[src/isq_pkg.sv]
/*
 * Shared constants, field layouts and carrier types for the ion
 * spectrometer sequencer: register offsets, mode codes, step and slot
 * counts and the structs that group the sequencer's outputs.
 * Assumes a single 200 MHz clock domain and an APB register bus.
 */
package isq_pkg;

    // ----------------------------------------------------------------
    // Register map (byte addresses, one 32-bit word each)
    // ----------------------------------------------------------------
    localparam logic [7:0] ADDR_CTRL   = 8'h00; // Command bits
    localparam logic [7:0] ADDR_STATUS = 8'h04; // Live sequencer state
    localparam logic [7:0] ADDR_PRIM   = 8'h08; // Primary count snapshot
    localparam logic [7:0] ADDR_SECA   = 8'h0c; // Secondary A snapshot
    localparam logic [7:0] ADDR_SECB   = 8'h10; // Secondary B snapshot

    // ----------------------------------------------------------------
    // Control word fields
    // ----------------------------------------------------------------
    localparam int CTRL_MODE_A  = 0;  // Mode-select command A
    localparam int CTRL_MODE_B  = 1;  // Mode-select command B
    localparam int CTRL_CAL_EN  = 2;  // Calibration-enable command
    localparam int CTRL_HV_EN   = 3;  // Multiplier high-voltage enable
    localparam int CTRL_HV_LSB  = 4;  // Two-bit level select
    localparam logic [5:0] CTRL_RESET = 6'h00; // All commands OFF

    // Multiplier high-voltage level codes
    localparam logic [1:0] HV_NOMINAL = 2'h0;
    localparam logic [1:0] HV_RAISED  = 2'h1;
    localparam logic [1:0] HV_LOWERED = 2'h2;

    // ----------------------------------------------------------------
    // Timing derived from the spacecraft sync pulses
    // ----------------------------------------------------------------
    localparam int         STEP_W      = 5;      // 32 retarding steps
    localparam logic [4:0] STEP_ZERO   = 5'h00;  // Zero-potential step
    localparam logic [4:0] STEP_LAST   = 5'h1f;
    localparam int         SLOT_SEC    = 2;      // One slot, seconds
    localparam int         AUTO_MODE_SEC  = 64;  // Each automatic mode
    localparam int         AUTO_CYCLE_SEC = 256; // Full automatic cycle
    localparam int         AUTO_W      = 7;      // Slot counter width, 128 slots per cycle
    localparam int         AUTO_IDX_LSB = 5;     // log2 of slots per mode
    localparam int         CAL_PERIOD_HR = 18;
    localparam int         CAL_PERIOD_SLOTS = CAL_PERIOD_HR * 3600 / SLOT_SEC;
    localparam logic [2:0] CAL_SEQ_LAST = 3'h7;  // Eight-slot sequence
    localparam int         CNT_W       = 16;     // Accumulator width

    // Fixed post-acceleration settings (low, middle, high)
    localparam logic [4:0] MASS_OXY = 5'h00;
    localparam logic [4:0] MASS_HEL = 5'h0f;
    localparam logic [4:0] MASS_HYD = 5'h1f;

    // ----------------------------------------------------------------
    // Operating modes
    // ----------------------------------------------------------------
    typedef enum logic [2:0] {
        MODE_OXY     = 3'b000,
        MODE_HEL     = 3'b001,
        MODE_HYD     = 3'b010,
        MODE_DENSITY = 3'b011,
        MODE_OXY_CAL = 3'b100,
        MODE_HEL_CAL = 3'b101,
        MODE_HYD_CAL = 3'b110,
        MODE_AUTO    = 3'b111
    } isq_mode_t;

    // Reference generator settings shared by all heads
    typedef struct packed {
        logic [4:0] retard_step;
        logic [4:0] mass_code;
    } isq_ref_t;

    // Detector settings
    typedef struct packed {
        logic       hv_on;
        logic [1:0] hv_level;
        logic [1:0] threshold;
    } isq_det_t;

    // Bi-level status lines
    typedef struct packed {
        logic [5:0] cmd_echo;
        logic [2:0] active_mode;
        logic [1:0] base_mode;
        logic [1:0] head_phase;
        logic [4:0] step;
        logic       cal_active;
    } isq_status_t;

endpackage : isq_pkg

[src/isq_accum.sv]
/*
 * One pulse accumulator with its snapshot and telemetry shift register.
 * Assumes pulses, sample and shift strobes are one-cycle, synchronous
 * to pclk.
 */
`timescale 1ns/1ps
module isq_accum
    import isq_pkg::*;
(
    // Clock and reset
    input  wire logic             pclk,
    input  wire logic             presetn,
    // Counting
    input  wire logic             pulse,
    input  wire logic             enable,
    input  wire logic             sample,
    // Telemetry readout
    input  wire logic             tm_load,
    input  wire logic             tm_shift,
    output logic      [CNT_W-1:0] snapshot,
    output logic                  serial
);

    logic [CNT_W-1:0] count;   // Live count
    logic [CNT_W-1:0] shreg;   // Outgoing shift register
    logic             hit;     // Counted pulse this cycle

    assign hit = pulse & enable;

    // ------------------------------------------------------------
    // Accumulate, then restart after each sample
    // ------------------------------------------------------------
    always_ff @(posedge pclk or negedge presetn) begin
        if (!presetn) begin
            count <= '0;
        end else if (sample) begin
            // A pulse on the sample cycle opens the new window
            count <= {{(CNT_W-1){1'b0}}, hit};
        end else if (hit && count != {CNT_W{1'b1}}) begin
            // Saturate rather than wrap
            count <= count + 1'b1;
        end
    end

    // Snapshot taken when sampled
    always_ff @(posedge pclk or negedge presetn) begin
        if (!presetn) begin
            snapshot <= '0;
        end else if (sample) begin
            snapshot <= count;
        end
    end

    // ------------------------------------------------------------
    // Shift register, msb first; load wins over shift
    // ------------------------------------------------------------
    always_ff @(posedge pclk or negedge presetn) begin
        if (!presetn) begin
            shreg <= '0;
        end else if (tm_load) begin
            shreg <= snapshot;
        end else if (tm_shift) begin
            shreg <= {shreg[CNT_W-2:0], 1'b0};
        end
    end

    assign serial = shreg[CNT_W-1];

endmodule : isq_accum

[src/isq_sequencer.sv]
/*
 * Ion spectrometer sequencer: mode decode, reference stepping, head
 * rotation, accumulation and APB command/status access.
 * Assumes the data system supplies a one-cycle minor sync at the step
 * rate and a major sync coinciding with it at each slot start.
 */
// How it works
// - Mode is A, B, calibrate as bits
// - Retarding reference picked from 32 steps
// - Step through all 32 per slot
// - Modes 0-2 hold fixed mass setting
// - Mode 3 zero retard, sweep mass
// - Calibration steps threshold and high voltage
// - Auto runs modes 0-3, 64 s each
// - Auto launches calibration every 18 hours
// - Head timing independent of mode
// - One reference set drives all heads
// - Primary sampled per step, secondaries per slot
// - Primary head order 1,2,1,3
// - Slot aligned to one full sequence
// - Secondaries count only at zero step
// - Counts go accumulator then shift register
// - High voltage off until own enable
// - Level nominal by default, raise or lower
// - All cycling derived from spacecraft sync
// - Status lines show commands, mode, position
`timescale 1ns/1ps
module isq_sequencer
    import isq_pkg::*;
#(
    parameter int CAL_PERIOD = CAL_PERIOD_SLOTS // Slots between auto cals
)(
    // Clock and reset
    input  wire logic        pclk,
    input  wire logic        presetn,
    // APB slave
    input  wire logic        psel,
    input  wire logic        penable,
    input  wire logic        pwrite,
    input  wire logic [7:0]  paddr,
    input  wire logic [31:0] pwdata,
    output logic      [31:0] prdata,
    output logic             pready,
    output logic             pslverr,
    // Spacecraft sync
    input  wire logic        minor_sync,
    input  wire logic        major_sync,
    // Head pulses: side, forward, aft
    input  wire logic [2:0]  head_pulse,
    // Telemetry readout
    input  wire logic        tm_load,
    input  wire logic        tm_shift,
    output logic [2:0]       tm_data,
    // Analog references, detector, status
    output isq_ref_t         ref_out,
    output isq_det_t         det_out,
    output logic [1:0]       primary_head,
    output isq_status_t      status
);

    // ----------------------------------------------------------------
    // State
    // ----------------------------------------------------------------
    logic [5:0]        ctrl;          // Command word
    isq_mode_t         active_mode;   // Mode latched at slot start
    logic [STEP_W-1:0] step;          // Retarding step index
    logic [1:0]        head_phase;    // Position in 1-2-1-3
    logic [AUTO_W-1:0] auto_slot;     // Slot within automatic cycle
    logic [15:0]       cal_timer;     // Slots since last auto cal
    logic              cal_run;       // Auto calibration in progress
    logic [2:0]        cal_step;      // Calibration sequence position
    logic              boundary;      // Last step of a slot ends
    logic [1:0]        base_mode;     // Measurement currently run
    logic              cal_active;    // Calibration stepping now
    logic [1:0]        prim_idx;      // Head index on primary
    logic              pulse_p;       // Routed head pulses
    logic              pulse_a;
    logic              pulse_b;
    logic              sec_en;        // Secondary counting window
    logic [CNT_W-1:0]  snap_p;        // Snapshots for readback
    logic [CNT_W-1:0]  snap_a;
    logic [CNT_W-1:0]  snap_b;
    logic [2:0]        ser;           // Serial bits from accumulators
    logic              apb_done;      // Access phase being answered
    logic [31:0]       next_rdata;
    logic              next_err;

    // ----------------------------------------------------------------
    // Slot timing from the sync pulses
    // ----------------------------------------------------------------
    // Major sync realigns so cycling tracks the vehicle time code
    assign boundary = minor_sync & (major_sync | step == STEP_LAST);

    // Step counter advances on each sample pulse
    always_ff @(posedge pclk or negedge presetn) begin
        if (!presetn) begin
            step <= STEP_ZERO;
        end else if (minor_sync) begin
            step <= boundary ? STEP_ZERO : step + 1'b1;
        end
    end

    // Mode taken only at slot start so no sweep is cut short
    always_ff @(posedge pclk or negedge presetn) begin
        if (!presetn) begin
            active_mode <= MODE_OXY;
        end else if (boundary) begin
            active_mode <= isq_mode_t'(ctrl[CTRL_CAL_EN:CTRL_MODE_A]);
        end
    end

    // Head rotation ignores mode entirely
    always_ff @(posedge pclk or negedge presetn) begin
        if (!presetn) begin
            head_phase <= 2'h0;
        end else if (boundary) begin
            head_phase <= head_phase + 1'b1;
        end
    end

    // ----------------------------------------------------------------
    // Automatic cycle and calibration sequencing
    // ----------------------------------------------------------------
    // Slot counter wraps after the full automatic cycle
    always_ff @(posedge pclk or negedge presetn) begin
        if (!presetn) begin
            auto_slot <= '0;
        end else if (boundary) begin
            if (active_mode == MODE_AUTO) begin
                auto_slot <= auto_slot + 1'b1;
            end else begin
                auto_slot <= '0;
            end
        end
    end

    // Long period timer for automatic calibration
    always_ff @(posedge pclk or negedge presetn) begin
        if (!presetn) begin
            cal_timer <= '0;
            cal_run   <= 1'b0;
        end else if (boundary) begin
            if (active_mode != MODE_AUTO) begin
                // Leaving automatic drops any pending calibration
                cal_timer <= '0;
                cal_run   <= 1'b0;
            end else if (cal_timer == 16'(CAL_PERIOD - 1)) begin
                cal_timer <= '0;
                cal_run   <= 1'b1;
            end else begin
                cal_timer <= cal_timer + 1'b1;
                if (cal_run && cal_step == CAL_SEQ_LAST) begin
                    cal_run <= 1'b0;
                end
            end
        end
    end

    // Calibration position moves one per slot while active
    always_ff @(posedge pclk or negedge presetn) begin
        if (!presetn) begin
            cal_step <= 3'h0;
        end else if (boundary) begin
            cal_step <= cal_active ? cal_step + 1'b1 : 3'h0;
        end
    end

    // Automatic walks modes 0..3 in order, 32 slots each
    always_comb begin
        if (active_mode == MODE_AUTO) begin
            base_mode = auto_slot[AUTO_W-1:AUTO_IDX_LSB];
        end else begin
            base_mode = active_mode[1:0];
        end
    end

    // Modes 4-6 calibrate continuously, automatic only on its timer
    assign cal_active = (active_mode[2] && active_mode != MODE_AUTO) || cal_run;

    // ----------------------------------------------------------------
    // Common reference generator outputs
    // ----------------------------------------------------------------
    // A single set feeds every head
    always_ff @(posedge pclk or negedge presetn) begin
        if (!presetn) begin
            ref_out <= '0;
        end else begin
            unique case (base_mode)
                2'h0: ref_out <= '{retard_step: step, mass_code: MASS_OXY};
                2'h1: ref_out <= '{retard_step: step, mass_code: MASS_HEL};
                2'h2: ref_out <= '{retard_step: step, mass_code: MASS_HYD};
                2'h3: ref_out <= '{retard_step: STEP_ZERO, mass_code: step};
            endcase
        end
    end

    // Detector threshold and multiplier level
    always_ff @(posedge pclk or negedge presetn) begin
        if (!presetn) begin
            det_out <= '{hv_on: 1'b0, hv_level: HV_NOMINAL, threshold: 2'h0};
        end else begin
            det_out.hv_on <= ctrl[CTRL_HV_EN];
            if (cal_active) begin
                // Four thresholds at raised, then four at lowered
                det_out.threshold <= cal_step[1:0];
                det_out.hv_level  <= cal_step[2] ? HV_LOWERED : HV_RAISED;
            end else begin
                det_out.threshold <= 2'h0;
                det_out.hv_level  <= ctrl[CTRL_HV_LSB +: 2];
            end
        end
    end

    // ----------------------------------------------------------------
    // Head routing and accumulators
    // ----------------------------------------------------------------
    // Even phases side head, odd phases forward then aft
    assign prim_idx = head_phase[0] ? (head_phase[1] ? 2'h2 : 2'h1) : 2'h0;
    assign pulse_p  = head_pulse[prim_idx];
    assign pulse_a  = (prim_idx == 2'h0) ? head_pulse[1] : head_pulse[0];
    assign pulse_b  = (prim_idx == 2'h2) ? head_pulse[1] : head_pulse[2];
    assign sec_en   = (step == STEP_ZERO);

    // Primary is sampled every step
    isq_accum u_prim (
        .pclk     (pclk),
        .presetn  (presetn),
        .pulse    (pulse_p),
        .enable   (1'b1),
        .sample   (minor_sync),
        .tm_load  (tm_load),
        .tm_shift (tm_shift),
        .snapshot (snap_p),
        .serial   (ser[0])
    );

    // Secondaries are sampled once per slot
    isq_accum u_seca (
        .pclk     (pclk),
        .presetn  (presetn),
        .pulse    (pulse_a),
        .enable   (sec_en),
        .sample   (boundary),
        .tm_load  (tm_load),
        .tm_shift (tm_shift),
        .snapshot (snap_a),
        .serial   (ser[1])
    );

    isq_accum u_secb (
        .pclk     (pclk),
        .presetn  (presetn),
        .pulse    (pulse_b),
        .enable   (sec_en),
        .sample   (boundary),
        .tm_load  (tm_load),
        .tm_shift (tm_shift),
        .snapshot (snap_b),
        .serial   (ser[2])
    );

    // Serial bits and head index re-timed onto output flops
    always_ff @(posedge pclk or negedge presetn) begin
        if (!presetn) begin
            tm_data      <= 3'h0;
            primary_head <= 2'h0;
        end else begin
            tm_data      <= ser;
            primary_head <= prim_idx;
        end
    end

    // Bi-level status lines
    always_ff @(posedge pclk or negedge presetn) begin
        if (!presetn) begin
            status <= '0;
        end else begin
            status <= '{cmd_echo: ctrl, active_mode: active_mode, base_mode: base_mode,
                        head_phase: head_phase, step: step,
                        cal_active: cal_active};
        end
    end

    // ----------------------------------------------------------------
    // APB slave
    // ----------------------------------------------------------------
    // Answer on the second access cycle; write lands with pready
    assign apb_done = psel & penable & pready;

    // Read mux, unmapped answers with an error
    always_comb begin
        next_rdata = 32'h0000_0000;
        next_err   = 1'b0;
        unique case (paddr)
            ADDR_CTRL:   next_rdata = {26'h0, ctrl};
            ADDR_STATUS: next_rdata = {13'h0, status};
            ADDR_PRIM:   next_rdata = {16'h0, snap_p};
            ADDR_SECA:   next_rdata = {16'h0, snap_a};
            ADDR_SECB:   next_rdata = {16'h0, snap_b};
            default:     next_err   = 1'b1;
        endcase
    end

    // Handshake and read data
    always_ff @(posedge pclk or negedge presetn) begin
        if (!presetn) begin
            pready  <= 1'b0;
            prdata  <= 32'h0000_0000;
            pslverr <= 1'b0;
        end else begin
            pready  <= psel & penable & ~pready;
            prdata  <= pwrite ? 32'h0000_0000 : next_rdata;
            pslverr <= psel & penable & ~pready & next_err;
        end
    end

    // Command word; other offsets ignore writes
    always_ff @(posedge pclk or negedge presetn) begin
        if (!presetn) begin
            ctrl <= CTRL_RESET;
        end else if (apb_done && pwrite && paddr == ADDR_CTRL) begin
            ctrl <= pwdata[5:0];
        end
    end
endmodule : isq_sequencer

[config.mk]
export PLATFORM = sky130hd
export DESIGN_NAME = isq_sequencer
export DESIGN_NICKNAME = d
export VERILOG_FILES = /design/src/isq_pkg.sv /design/src/isq_accum.sv /design/src/isq_sequencer.sv
export SDC_FILE = /design/constraint.sdc
export NUM_CORES = 1
export LEC_CHECK = 0
export ABC_AREA = 1
export ABC_CLOCK_PERIOD_IN_PS = 3500
export CAP_MARGIN = 30
export CORE_MARGIN = 2
export CORE_UTILIZATION = 60
export DETAILED_ROUTE_END_ITERATION = 10
export DONT_BUFFER_PORTS = 1
export HOLD_SLACK_MARGIN = 0.1
export PLACE_DENSITY = 0.76
export SLEW_MARGIN = 40
export SYNTH_ARGS = -nofsm -noshare
export SYNTH_HDL_FRONTEND = slang
export SYNTH_SLANG_ARGS = --single-unit
[constraint.sdc]
create_clock -name pclk -period 3.5 [get_ports pclk]
set_clock_uncertainty 0.15 [all_clocks]
set_input_delay 0.175 -clock pclk [delete_from_list [all_inputs] [get_ports pclk]]
set_output_delay 0.175 -clock pclk [all_outputs]
set_load 0.01 [all_outputs]
==> out/qor.csv <==
metric,value,unit
"Setup Fix Bufs, Post-CTS",0,
CP max stage delay,0.62,ns
I/O Buffers,0,
Final setup viols,0,
Max-Cap Viols,0,
GRT Overall Usage,27.5,%
CP max-delay cell,dlygate4sd3_1,
core area,19300,um^2
Initial DRC Count,733,
Worst setup SP type,primary input,
Max Slew Vio Count,0,
DP Cell Count,1638,
syn avg cell area,8.22,um^2
Final ANT Viol Nets,0,
Pwr Density,536,nW/um^2
Setup crit end kind,flip-flop,
Synth top area share,52.5,%
hpwl dp,18.3,mm
Critical Path AT,3.53,ns
largest net degree at the start of global routing,247,
Worst path most repeated cell,dlygate4sd3_1,
Final Util,67.6,%
gr ovfl total,0,
r2r setup slk,0.74,ns
worst skew pair latency,0.52,ns
grt peak-use layer,met2,
CTS Buf Count,25,
Area Growth Syn to Fin,11.5,%
worst reg-to-reg path cell count,7,
height of the die,144,um
post-synthesis cell count,1427,
Finished Layout Cells,1725,
routed wire length,28.1,mm
sequential share of the synthesized area,52.5,%
"Hold Vio Cnt, Final",246,
met1 Track Usage GR,37.7,%
failing checks,negative hold slack,
mapped cell area,11700,um^2
Worst slew margin,53.3,%
CP Max Fanout,10,
CP top delay family,buffers and inverters,
synth top area cells,"dfrtp_1, nand2_1, nand3_1",
initial antenna violation count,0,
"Async S/R FF share, synth",100,%
setup tns final,0,ns
met3 track demand over resource,5.06,%
# clock sinks,246,
DRC viols,0,
minimum clock period,3.28,ns
Pre-antenna DRT Iters,8,
Hold Crit Class,in -> async,
boundary pin count,125,
area of the die,20700,um^2
Clock transition at path regs,0.06,ns
final worst-path cycle share,93.7,%
CTS H-tree lvls,1,
DR vias/cell,5.68,
share of layout cells above drive strength 1,5.48,%
hold_ws,-0.798,ns
first-pass GRT wire length,45.8,mm
top_reg_cell synth,dfrtp_1,
Nets,1508,
post-synth cell types,35,
Die W,144,um
CTS tree,built,
GR Util met2,44.9,%
critical-path cell list,dlygate4sd3_1 > nor2_1 > dlygate4sd3_1 > nand3_1 > nor2_2 > nand2_2 > nor2_1 > dlygate4sd3_1 > a21oi_1 > dlygate4sd3_1,
Critical Path RT,3.75,ns
"EDFF count, synth",0,
num rows,51,
worst reg2reg startpoint,u_prim.snapshot[7],
Syn. warnings,0,
status,"complete, but fails checks",
reg2reg end,prdata[7],
Initial Util,60.6,%
antenna cells,0,
Peak supply drop,0.276,mV
root buffer cell,clkbuf_16,
Synth Register Bits,246,
worst path buffer plus inverter count,4,
unrepaired setup endpoints after global routing,no,
Fillers,1515,
crit path kind,in -> reg,
Leak,6.15,nW
gpl congestion,0.877,
vias in the first global route,9214,
WL/cell,16.3,um
routed vias,9792,
post-synth top area cell,dfrtp_1,
slew of the pin with the lowest slew margin,0.698,ns
clk buf depth,3,
total design power,7.01,mW
Max Freq,305,MHz
-- per-stage QoR --
step | setup slack [ns] | cell area (um^2)
detailed placement | 0.982 | 11800
finish | 0.219 | 13100
CTS | 0.324 | 13100
global placement | 1.03 | 11800
floorplan | 1.45 | 11800
global route | 0.108 | 13100
-- synth_stat cells, drive strengths merged, types with 2 or more instances --
cell and instances:
nand3 156, nor3 47, inv 105, o22ai 42, clkbuf 31, a31oi 5
buf 43, xnor2 2, a21oi 21, xor2 28, clkinv 4, dfrtp 246
nand3b 5, nand4 25, ha 13, a21boi 2, nor2 196, o21ai 83
nand2 369
-- what timing repair did --
action	CTS	global route
hold endpoints to repair	378	256
setup endpoints to repair	0	1
hold buffers	42	1
gates resized for setup	0	2
-- state kept, by name, summed over array words and instances, names as in the netlist, 3 cells and up --
signal,flops
active_mode,3
auto_slot,7
cal_step,3
cal_timer,16
ctrl,6
det_out,4
prdata,19
ref_out,10
status,19
step,5
tm_data,3
u_prim.count,16
u_prim.shreg,16
u_prim.snapshot,16
u_seca.count,16
u_seca.shreg,16
u_seca.snapshot,16
u_secb.count,16
u_secb.shreg,16
u_secb.snapshot,16
-- layout make-up --
cell class                      count  area (um^2)  share of cell area (%)
Sequential cell                   246         6160                    47.1
Multi-Input combinational cell   1010         4800                    36.7
Clock buffer                       35          713                    5.45
Timing Repair Buffer               51          508                    3.89
Inverter                          109          412                    3.15
Tap cell                          265          332                    2.54
Clock inverter                      9          151                    1.16
-- placed cells by master (no fill, tap or decap), types with 2 or more instances in the layout --
| cell type | n |
|---|---|
| nor2_1 | 177 |
| nor2_8 | 2 |
| ha_1 | 13 |
| conb_1 | 13 |
| inv_1 | 101 |
| nor2_4 | 10 |
| nand3b_1 | 5 |
| clkinv_1 | 3 |
| o22ai_1 | 42 |
| clkbuf_8 | 5 |
| bufinv_16 | 4 |
| clkinv_2 | 3 |
| buf_4 | 7 |
| clkbuf_16 | 25 |
| buf_12 | 2 |
| nand2_1 | 364 |
| xor2_1 | 28 |
| nand2_2 | 5 |
| nand3_1 | 156 |
| a31oi_1 | 5 |
| o21ai_0 | 81 |
| nor2_2 | 7 |
| nor3_1 | 47 |
| nand4_1 | 25 |
| a21oi_1 | 21 |
| dlygate4sd3_1 | 41 |
| inv_2 | 4 |
| xnor2_1 | 2 |
| dfrtp_1 | 246 |
| clkbuf_1 | 5 |
-- how the worst max path moves through the flow --
stage / slack (ns) / from / to / cells past startpoint
6_report: 0.22 / paddr[0] / ctrl[2] / 10
5_1_grt: 0.11 / paddr[0] / ctrl[1] / 10
4_1_cts: 0.32 / paddr[0] / ctrl[1] / 10
3_5_place_dp: 0.98 / step[0] / cal_timer[10] / 11
3_3_place_gp: 1.03 / step[0] / cal_timer[6] / 10
2_1_floorplan: 1.45 / step[0] / u_secb.count[0] / 10
-- routing by layer --
metal / vias to the layer above / routed length, um
li1: 4653 / -
met1: 4705 / 12000
met2: 365 / 13300
met3: 69 / 2020
met4: 0 / 811
met5: - / 0
-- cell families (layout without fill, tap and decap cells) --
kind of cell	Yosys count	count (layout)	share of synthesized area, %
fa+ha+maj	13	13	1.39
buf+inv	183	204	7.04
other cells	1	13	0.0320
xor+xnor	30	30	2.24
simple gates	801	801	29.6
flops	246	246	52.5
compound gates	153	153	7.17
-- report_power, final --
| part | leakage, nW | switching [mW] | internal, mW |
|---|---|---|---|
| clock | 0.422 | 1.09 | 1.71 |
| sequential | 3.25 | 0.262 | 3.09 |
| combinational | 2.47 | 0.579 | 0.281 |
(Power assumes the default switching activity.)
